## src/bsf_pkg.sv

```systemverilog
// constants, commands and register map for the shift/bit/flag datapath
// assumes a byte-wide core with an 8-bit status word and APB register access
package bsf_pkg;

    // register byte addresses
    localparam logic [7:0] CMD_ADDR = 8'h00;
    localparam logic [7:0] STATUS_ADDR = 8'h04;
    localparam logic [7:0] FLAGS_ADDR = 8'h08;
    localparam logic [7:0] GPR_IDX_ADDR = 8'h0c;
    localparam logic [7:0] GPR_DATA_ADDR = 8'h10;
    localparam logic [7:0] IO_IDX_ADDR = 8'h14;
    localparam logic [7:0] IO_DATA_ADDR = 8'h18;
    localparam logic [7:0] STACK_DATA_ADDR = 8'h1c;
    localparam logic [7:0] SP_ADDR = 8'h20;

    // command and status word field positions
    localparam int CMD_OP_LSB = 0;
    localparam int CMD_REG_LSB = 4;
    localparam int CMD_BIT_LSB = 9;
    localparam int CMD_IO_LSB = 12;
    localparam int STATUS_BUSY_BIT = 0;
    localparam int STATUS_FLAGS_LSB = 8;

    // status flags word bit positions
    localparam int FLAG_C = 0;
    localparam int FLAG_Z = 1;
    localparam int FLAG_N = 2;
    localparam int FLAG_V = 3;
    localparam int FLAG_S = 4;
    localparam int FLAG_H = 5;
    localparam int FLAG_T = 6;
    localparam int FLAG_I = 7;

    // sizes and reset values
    localparam int GPR_COUNT = 32;
    localparam int IO_COUNT = 64;
    localparam int STACK_DEPTH = 16;
    localparam logic [7:0] FLAGS_RESET = 8'h00;
    localparam logic [3:0] SP_RESET = 4'hf;

    // execution lengths in clock cycles
    localparam int SHORT_OP_CYCLES = 1;
    localparam int LONG_OP_CYCLES = 2;

    typedef enum logic [3:0] {
        nop_op = 4'h0,
        stack_pop_op = 4'h1,
        io_bit_set_op = 4'h2,
        io_bit_clear_op = 4'h3,
        logical_left_shift_op = 4'h4,
        logical_right_shift_op = 4'h5,
        rotate_left_carry_op = 4'h6,
        rotate_right_carry_op = 4'h7,
        arith_right_shift_op = 4'h8,
        nibble_swap_op = 4'h9,
        bit_to_transfer_flag_op = 4'ha,
        transfer_flag_to_bit_op = 4'hb,
        flag_force_one_op = 4'hc,
        flag_force_zero_op = 4'hd
    } op_t;

    typedef enum {
        st_idle,
        st_stage_a,
        st_stage_b
    } seq_state_t;

endpackage

```

## src/exec_if.sv

```systemverilog
// signals between the datapath top, its sequencer and its shift/flag unit
// assumes all three sit on the same clock
interface exec_if;
    import bsf_pkg::*;
    logic start;
    logic long_op;
    logic busy;
    logic stage_a;
    logic stage_b;
    op_t op;
    logic [7:0] operand;
    logic [7:0] flags_in;
    logic [2:0] bit_sel;
    logic [7:0] result;
    logic [7:0] flags_out;

    modport seq_mp (input start, input long_op, output busy, output stage_a, output stage_b);
    modport alu_mp (input op, input operand, input flags_in, input bit_sel, output result, output flags_out);
    modport top_mp (output start, output long_op, input busy, input stage_a, input stage_b,
                    output op, output operand, output flags_in, output bit_sel,
                    input result, input flags_out);
endinterface

```

## src/bsf_alu.sv

```systemverilog
// combinational result and flag unit for shifts, rotates, swap and bit moves
// assumes the caller commits result and flags only in the execute cycle
module bsf_alu
    import bsf_pkg::*;
(
    exec_if.alu_mp ex
);
    logic carry_out;
    logic shift_op;

    // ----------------------------------------
    // result and flag computation
    // ----------------------------------------
    always_comb
    begin
        ex.result = ex.operand;
        ex.flags_out = ex.flags_in;
        carry_out = ex.flags_in[FLAG_C];
        shift_op = 1'b1;
        unique case (ex.op)
            logical_left_shift_op:
            begin
                ex.result = {ex.operand[6:0], 1'b0};
                carry_out = ex.operand[7];
            end
            logical_right_shift_op:
            begin
                ex.result = {1'b0, ex.operand[7:1]};
                carry_out = ex.operand[0];
            end
            rotate_left_carry_op:
            begin
                ex.result = {ex.operand[6:0], ex.flags_in[FLAG_C]};
                carry_out = ex.operand[7];
            end
            rotate_right_carry_op:
            begin
                ex.result = {ex.flags_in[FLAG_C], ex.operand[7:1]};
                carry_out = ex.operand[0];
            end
            arith_right_shift_op:
            begin
                ex.result = {ex.operand[7], ex.operand[7:1]};
                carry_out = ex.operand[0];
            end
            default:
            begin
                shift_op = 1'b0;
            end
        endcase
        // shifts share one flag update; s, h, t and i stay put
        if (shift_op)
        begin
            ex.flags_out[FLAG_C] = carry_out;
            ex.flags_out[FLAG_Z] = (ex.result == 8'h00);
            ex.flags_out[FLAG_N] = ex.result[7];
            ex.flags_out[FLAG_V] = ex.result[7] ^ carry_out;
        end
        unique case (ex.op)
            nibble_swap_op: ex.result = {ex.operand[3:0], ex.operand[7:4]};
            bit_to_transfer_flag_op: ex.flags_out[FLAG_T] = ex.operand[ex.bit_sel];
            transfer_flag_to_bit_op: ex.result[ex.bit_sel] = ex.flags_in[FLAG_T];
            flag_force_one_op: ex.flags_out[ex.bit_sel] = 1'b1;
            flag_force_zero_op: ex.flags_out[ex.bit_sel] = 1'b0;
            default:
            begin
            end
        endcase
    end
endmodule

```

## src/bsf_seq.sv

```systemverilog
// cycle sequencer: one execute stage for short operations, two for long ones
// assumes start is only raised while busy is low
module bsf_seq
    import bsf_pkg::*;
(
    input wire logic pclk,
    input wire logic presetn,
    exec_if.seq_mp ex
);
    seq_state_t state_ff;
    seq_state_t nxt_state;

    // ----------------------------------------
    // next state
    // ----------------------------------------
    always_comb
    begin
        nxt_state = state_ff;
        unique case (state_ff)
            st_idle: if (ex.start) nxt_state = st_stage_a;
            st_stage_a: nxt_state = ex.long_op ? st_stage_b : st_idle;
            st_stage_b: nxt_state = st_idle;
        endcase
    end

    // state register
    always_ff @(posedge pclk or negedge presetn)
    begin
        if (!presetn)
            state_ff <= st_idle;
        else
            state_ff <= nxt_state;
    end

    // decoded stage strobes
    assign ex.busy = (state_ff != st_idle);
    assign ex.stage_a = (state_ff == st_stage_a);
    assign ex.stage_b = (state_ff == st_stage_b);
endmodule

```

## src/bsf_top.sv

```systemverilog
// apb-reached execution datapath for pop, i/o bit, shift, bit-move and flag operations
// assumes an apb master on pclk; commands arrive as writes to the command register
//
// Added by the designer: the APB slave port and the address map.
module bsf_top
    import bsf_pkg::*;
(
    input wire logic pclk,
    input wire logic presetn,
    input wire logic psel,
    input wire logic penable,
    input wire logic pwrite,
    input wire logic [7:0] paddr,
    input wire logic [31:0] pwdata,
    output logic [31:0] prdata,
    output logic pready,
    output logic pslverr
);
    import bsf_pkg::*;

    exec_if ex ();

    // ----------------------------------------
    // state declarations
    // ----------------------------------------
    logic pready_ff;
    logic nxt_pready;
    logic pslverr_ff;
    logic nxt_pslverr;
    logic [31:0] prdata_ff;
    logic [31:0] nxt_prdata;

    op_t op_ff;
    op_t nxt_op;
    logic [4:0] reg_ff;
    logic [4:0] nxt_reg;
    logic [2:0] bit_ff;
    logic [2:0] nxt_bit;
    logic [5:0] io_ff;
    logic [5:0] nxt_io;

    logic [4:0] gpr_idx_ff;
    logic [4:0] nxt_gpr_idx;
    logic [5:0] io_idx_ff;
    logic [5:0] nxt_io_idx;
    logic [3:0] sp_ff;
    logic [3:0] nxt_sp;
    logic [7:0] hold_ff;
    logic [7:0] nxt_hold;
    logic [7:0] flags_ff;
    logic [7:0] nxt_flags;

    logic [7:0] gpr_mem [GPR_COUNT];
    logic [7:0] io_mem [IO_COUNT];
    logic [7:0] stack_mem [STACK_DEPTH];

    logic gpr_we;
    logic [4:0] gpr_wa;
    logic [7:0] gpr_wd;
    logic io_we;
    logic [5:0] io_wa;
    logic [7:0] io_wd;
    logic stack_we;
    logic [3:0] stack_wa;
    logic [7:0] stack_wd;

    logic setup;
    logic wr_acc;
    logic cmd_wr;
    logic data_wr;
    logic mapped;

    // ----------------------------------------
    // bus decode
    // ----------------------------------------
    // a write lands only at the access edge where pready is seen high
    assign setup = psel & ~penable;
    assign wr_acc = psel & penable & pready_ff & pwrite;
    assign cmd_wr = wr_acc & (paddr == CMD_ADDR) & ~ex.busy;
    // data writes are refused mid-operation so the bus never races the datapath
    assign data_wr = wr_acc & ~ex.busy;

    // address map membership
    always_comb
    begin
        unique case (paddr)
            CMD_ADDR, STATUS_ADDR, FLAGS_ADDR, GPR_IDX_ADDR, GPR_DATA_ADDR,
            IO_IDX_ADDR, IO_DATA_ADDR, STACK_DATA_ADDR, SP_ADDR: mapped = 1'b1;
            default: mapped = 1'b0;
        endcase
    end

    // read mux and handshake, both prepared in the setup cycle
    always_comb
    begin
        nxt_pready = setup;
        nxt_pslverr = setup & ~mapped;
        nxt_prdata = 32'h0000_0000;
        if (setup & ~pwrite)
        begin
            unique case (paddr)
                CMD_ADDR:
                begin
                    nxt_prdata[CMD_OP_LSB +: 4] = op_ff;
                    nxt_prdata[CMD_REG_LSB +: 5] = reg_ff;
                    nxt_prdata[CMD_BIT_LSB +: 3] = bit_ff;
                    nxt_prdata[CMD_IO_LSB +: 6] = io_ff;
                end
                STATUS_ADDR:
                begin
                    nxt_prdata[STATUS_BUSY_BIT] = ex.busy;
                    nxt_prdata[STATUS_FLAGS_LSB +: 8] = flags_ff;
                end
                FLAGS_ADDR: nxt_prdata[7:0] = flags_ff;
                GPR_IDX_ADDR: nxt_prdata[4:0] = gpr_idx_ff;
                GPR_DATA_ADDR: nxt_prdata[7:0] = gpr_mem[gpr_idx_ff];
                IO_IDX_ADDR: nxt_prdata[5:0] = io_idx_ff;
                IO_DATA_ADDR: nxt_prdata[7:0] = io_mem[io_idx_ff];
                STACK_DATA_ADDR: nxt_prdata[7:0] = stack_mem[sp_ff];
                SP_ADDR: nxt_prdata[3:0] = sp_ff;
                default: nxt_prdata = 32'h0000_0000;
            endcase
        end
    end

    // bus answer registers
    always_ff @(posedge pclk or negedge presetn)
    begin
        if (!presetn)
        begin
            pready_ff <= 1'b0;
            pslverr_ff <= 1'b0;
            prdata_ff <= 32'h0000_0000;
        end
        else
        begin
            pready_ff <= nxt_pready;
            pslverr_ff <= nxt_pslverr;
            prdata_ff <= nxt_prdata;
        end
    end

    assign pready = pready_ff;
    assign pslverr = pslverr_ff;
    assign prdata = prdata_ff;

    // ----------------------------------------
    // command capture
    // ----------------------------------------
    // unknown op codes fall back to no operation
    always_comb
    begin
        nxt_op = op_ff;
        nxt_reg = reg_ff;
        nxt_bit = bit_ff;
        nxt_io = io_ff;
        if (cmd_wr)
        begin
            nxt_op = (pwdata[CMD_OP_LSB +: 4] > flag_force_zero_op) ? nop_op : op_t'(pwdata[CMD_OP_LSB +: 4]);
            nxt_reg = pwdata[CMD_REG_LSB +: 5];
            nxt_bit = pwdata[CMD_BIT_LSB +: 3];
            nxt_io = pwdata[CMD_IO_LSB +: 6];
        end
    end

    // command registers
    always_ff @(posedge pclk or negedge presetn)
    begin
        if (!presetn)
        begin
            op_ff <= nop_op;
            reg_ff <= 5'h00;
            bit_ff <= 3'h0;
            io_ff <= 6'h00;
        end
        else
        begin
            op_ff <= nxt_op;
            reg_ff <= nxt_reg;
            bit_ff <= nxt_bit;
            io_ff <= nxt_io;
        end
    end

    // ----------------------------------------
    // sequencer and shift/flag unit hookup
    // ----------------------------------------
    assign ex.start = cmd_wr;
    assign ex.long_op = (op_ff == stack_pop_op) | (op_ff == io_bit_set_op) | (op_ff == io_bit_clear_op);
    assign ex.op = op_ff;
    assign ex.operand = gpr_mem[reg_ff];
    assign ex.flags_in = flags_ff;
    assign ex.bit_sel = bit_ff;

    bsf_seq u_seq (
        .pclk(pclk),
        .presetn(presetn),
        .ex(ex.seq_mp)
    );

    bsf_alu u_alu (
        .ex(ex.alu_mp)
    );

    // ----------------------------------------
    // pointers, flags and hold byte
    // ----------------------------------------
    always_comb
    begin
        nxt_gpr_idx = gpr_idx_ff;
        nxt_io_idx = io_idx_ff;
        nxt_sp = sp_ff;
        nxt_hold = hold_ff;
        nxt_flags = flags_ff;
        // index registers stay writable while busy; they steer only bus access
        if (wr_acc & (paddr == GPR_IDX_ADDR))
            nxt_gpr_idx = pwdata[4:0];
        if (wr_acc & (paddr == IO_IDX_ADDR))
            nxt_io_idx = pwdata[5:0];
        if (data_wr & (paddr == SP_ADDR))
            nxt_sp = pwdata[3:0];
        if (data_wr & (paddr == STACK_DATA_ADDR))
            nxt_sp = sp_ff - 4'h1; // push stores then moves down
        if (data_wr & (paddr == FLAGS_ADDR))
            nxt_flags = pwdata[7:0];
        if (ex.stage_a)
        begin
            unique case (op_ff)
                stack_pop_op: nxt_sp = sp_ff + 4'h1;
                io_bit_set_op, io_bit_clear_op: nxt_hold = io_mem[io_ff];
                default: nxt_flags = ex.flags_out;
            endcase
        end
    end

    // pointer and flag registers
    always_ff @(posedge pclk or negedge presetn)
    begin
        if (!presetn)
        begin
            gpr_idx_ff <= 5'h00;
            io_idx_ff <= 6'h00;
            sp_ff <= SP_RESET;
            hold_ff <= 8'h00;
            flags_ff <= FLAGS_RESET;
        end
        else
        begin
            gpr_idx_ff <= nxt_gpr_idx;
            io_idx_ff <= nxt_io_idx;
            sp_ff <= nxt_sp;
            hold_ff <= nxt_hold;
            flags_ff <= nxt_flags;
        end
    end

    // ----------------------------------------
    // storage write ports
    // ----------------------------------------
    // execution owns the stores while busy; the bus only when idle
    always_comb
    begin
        gpr_we = data_wr & (paddr == GPR_DATA_ADDR);
        gpr_wa = gpr_idx_ff;
        gpr_wd = pwdata[7:0];
        io_we = data_wr & (paddr == IO_DATA_ADDR);
        io_wa = io_idx_ff;
        io_wd = pwdata[7:0];
        stack_we = data_wr & (paddr == STACK_DATA_ADDR);
        stack_wa = sp_ff;
        stack_wd = pwdata[7:0];
        if (ex.stage_a)
        begin
            unique case (op_ff)
                logical_left_shift_op, logical_right_shift_op, rotate_left_carry_op,
                rotate_right_carry_op, arith_right_shift_op, nibble_swap_op,
                transfer_flag_to_bit_op:
                begin
                    gpr_we = 1'b1;
                    gpr_wa = reg_ff;
                    gpr_wd = ex.result;
                end
                default:
                begin
                end
            endcase
        end
        if (ex.stage_b)
        begin
            if (op_ff == stack_pop_op)
            begin
                gpr_we = 1'b1;
                gpr_wa = reg_ff;
                gpr_wd = stack_mem[sp_ff];
            end
            else
            begin
                io_we = 1'b1;
                io_wa = io_ff;
                io_wd = hold_ff;
                io_wd[bit_ff] = (op_ff == io_bit_set_op);
            end
        end
    end

    // storage arrays, no reset so they map onto plain memory
    always_ff @(posedge pclk)
    begin
        if (gpr_we)
            gpr_mem[gpr_wa] <= gpr_wd;
        if (io_we)
            io_mem[io_wa] <= io_wd;
        if (stack_we)
            stack_mem[stack_wa] <= stack_wd;
    end
endmodule

```

## config.mk

```make
export PLATFORM = sky130hd
export DESIGN_NAME = bsf_top
export DESIGN_NICKNAME = d
export VERILOG_FILES = /design/src/bsf_pkg.sv /design/src/exec_if.sv /design/src/bsf_alu.sv /design/src/bsf_seq.sv /design/src/bsf_top.sv
export SDC_FILE = /design/constraint.sdc
export NUM_CORES = 1
export LEC_CHECK = 0
export ABC_AREA = 0
export BUFFER_PORTS_ARGS = -buffer_cell sky130_fd_sc_hd__buf_2
export CAP_MARGIN = 10
export CORE_UTILIZATION = 65
export CTS_BUF_LIST = sky130_fd_sc_hd__clkbuf_8
export DETAILED_ROUTE_END_ITERATION = 8
export PLACE_DENSITY = 0.82
export REMOVE_ABC_BUFFERS = 1
export SYNTH_ARGS = -nofsm -noshare
export SYNTH_HDL_FRONTEND = slang
export SYNTH_HIERARCHICAL = 1
export SYNTH_SLANG_ARGS = --single-unit
export TNS_END_PERCENT = 5
```

## constraint.sdc

```tcl
create_clock -name pclk -period 5.7 [get_ports pclk]
set_clock_uncertainty 0.15 [all_clocks]
set_input_delay 0.57 -clock pclk [delete_from_list [all_inputs] [get_ports pclk]]
set_output_delay 0.57 -clock pclk [all_outputs]
set_load 0.02 [all_outputs]
```

==> metrics.txt <==
H-tree depth 4; Resize count post-CTS 0; Max Root-Sink Buffers 3; CTS tree yes; Cell Area, Synth 0.04635 sq mm; Worst path slowest cell dfrtp_4; initial antenna violation count 4; crit path buf inv count 1; leading cell types in the layout, fill and taps excluded 896 x edfxtp_1, 456 x mux4_2, 196 x nand2_1; share of the synthesized area in the top cell type 58.05%; top cells by area, synth edfxtp_1 58%, mux4_2 22%, dfrtp_1 3.6%, mux2i_1 2.2%, nand2_1 1.6%; final setup violating endpoints 0; post-DP HPWL 82300 microns; end-of-flow core utilization 71.79%; Final Max Slew Viols 0; first-pass GRT wire length 182800 microns; leakage 16.22 nW; area of the multi-input gates 0.01672 sq mm; post-synthesis sequential area ratio 61.89%; Starting DRT DRC Count 4304; slew margin rel. 18.20%; share of layout cells above drive strength 1 30.27%; commonest non-fill, non-tap cell in the layout edfxtp_1; placed cells 3514; Setup TNS 0 ns; drt pass-1 iters 7; Routed WL per cell 32.58 microns; critical path, cell by cell buf_4, mux4_2, mux4_2, mux2_2, nor2_1, a21oi_1, mux2_2, mux2i_1, a21oi_1, mux2_2, nand2_1, o21ai_2; Setup crit end kind register; final hold violations 0; Setup crit start kind register; warnings from Yosys 6; cell count after synthesis 2664; most numerous cell on the critical path mux2_2; Worst Hold Launch pwdata[6]; Max rail drop VDD 0.2602 mV; total wire length 124300 microns; number of CTS-inserted buffers 154; Hold WC Path Type in -> reg; post-layout min period 4.663 ns; Max Cap Violations 0; number of cell rows 97; die width 269.0 microns; simple logic cell fraction of the synthesized area 5.593%; number of flops mapped to enable cells by yosys 896; area delta synth->final 8.841%; crit-path max FO 32; measured slew at the worst slew-check pin 1.227 ns; vias per inst 7.331; Mean Syn Cell Area 17.40 sq um; largest family of logic cells by synthesized area multiplexers; TritonCTS Sinks 967; final worst-path cycle share 81.80%; Cell Count, Final, Fillers Out 3816; vias in the first global route 27900; total gr overflow 0; Peak Freq 214.5 MHz; post-synthesis compound-gate area fraction 4.084%; I/O pins 79; latest clock arrival within the worst-skew pair 0.82 ns; Critical Path RT 5.94 ns; RSZ-0062 raised after global routing no; pwr dens 271.7 mW/mm^2; Root Driver clkbuf_8; FILL cells 4180; Post-Synth XOR/XNOR Area 0.05669%; pin count of the biggest net entering global routing 72; number of I/O port buffers 50; post-synth top area cell edfxtp_1; status completed; core outline area 0.07027 sq mm; initial core utilization 65.96%; synthesized flop and latch total 967; GP Congestion 1.004; asr flop ratio synth 7.342%; adder-cell area share of the yosys netlist 0.2429%; FF-to-FF Start reg_ff[0]; antenna viol nets, final 0; Clock transition at path regs 0.06 ns; post-synthesis mux area share 25.71%; Register Area 0.02871 sq mm; Post-DP Area 0.04748 sq mm; die area 0.07238 sq mm; max incr delay on CP 0.85 ns; Cell variety after synth 84; die height 269.0 microns; main flop type after synthesis edfxtp_1; top cell family by delay on the critical path multiplexers; CP Class reg -> reg; total chip power 13.71 mW; Critical Path Source reg_ff[0]; gr usage total 35.62%; Via Count 27980; Final Cell Area 0.05045 sq mm; WP data arrival 4.90 ns; DR DRC count 0; nets@finish 2804
[registers in the layout (all words and copies together), names as in the netlist, 4 cells and up]
signal and cells:
gpr_idx_ff 5, hold_ff 8, io_mem 512, ex.op 4
sp_ff 4, io_ff 6, reg_ff 5, gpr_mem 256
prdata 18, stack_mem 128, ex.flags_in 8, io_idx_ff 6
[area by class of cell]
cell class	count	share of cell area [%]
Antenna cell	2	0.009921
Clock buffer	157	4.283
Clock inverter	123	1.193
Inverter	18	0.1339
Multi-Input combinational cell	1477	33.15
Sequential cell	967	56.92
Tap cell	940	2.331
Timing Repair Buffer	132	1.979
[where the power goes]
part	total, mW	internal (mW)	switching [mW]	leakage, nW
Combinational	0.482	0.160	0.321	5.63
Sequential	7.83	7.77	0.0579	8.94
Clock	5.39	2.67	2.73	1.65
Total	13.7	10.6	3.11	16.2
[through the flow]
stage / hold WS [ns] / setup slack [ns]
2_1_floorplan: 0.1244 / -1.601
3_3_place_gp: 0.3471 / 1.063
3_5_place_dp: 0.3537 / 0.9960
4_1_cts: 0.05946 / 0.9802
5_1_grt: 0.09704 / 0.8538
6_report: 0.1147 / 1.037
[cell families after synthesis]
kind of cell | Yosys count
simple gates | 557
buf+inv | 233
compound gates | 282
xor+xnor | 3
flops | 967
fa+ha+maj | 9
mux | 612
other cells | 1
[repair_timing]
item	CTS	global route
setup endpoints to repair	0	0
hold buffers	13	0
buffers inserted	0	0
endpoints found under the hold margin	79	0
[worst register-to-register path, cell delays in order, from the launching register on]
cell	delay, ns
dfrtp_4	0.85
buf_4	0.36
mux4_2	0.53
mux4_2	0.45
mux2_2	0.41
nor2_1	0.14
a21oi_1	0.06
mux2_2	0.30
mux2i_1	0.14
a21oi_1	0.13
mux2_2	0.28
nand2_1	0.09
o21ai_2	0.36
[synth_stat cells, drive strengths merged (8+ instances only)]
library cell  instances
edfxtp              896
ha                    9
mux2                 55
nand4                 8
a22oi                14
a221oi               26
mux4                456
nor2b                21
and2                  8
dfrtp                67
nand3                43
nand2               198
o21ai                65
inv                  18
buf                 110
mux2i               101
a31oi                26
nor3                 21
nand2b               15
or3                  10
clkbuf              105
nor2                184
and3                 11
o22ai                27
a21oi                51
[per-layer routing]
layer  share of wire [%]  routed length, microns  track usage [%]
met4                 5.1                    6351            16.49
met2                  48                   59310            55.19
met3                  12                   15030            9.169
met1                  35                   43630            48.20
met5               0.022                      27                0
[worst paths after layout]
kind / depth (start not counted) / slack [ns] / to
max reg2reg: 12 / 1.04 / gpr_mem[23][7]
max in group asynchronous: 2 / 4.25 / reg_ff[0]
min: 1 / 0.11 / stack_mem[11][6]
min in group asynchronous: 2 / 0.30 / prdata[14]
min reg2reg: 2 / 0.36 / hold_ff[2]
max: 12 / 1.04 / gpr_mem[23][7]
(Power assumes the default switching activity.)
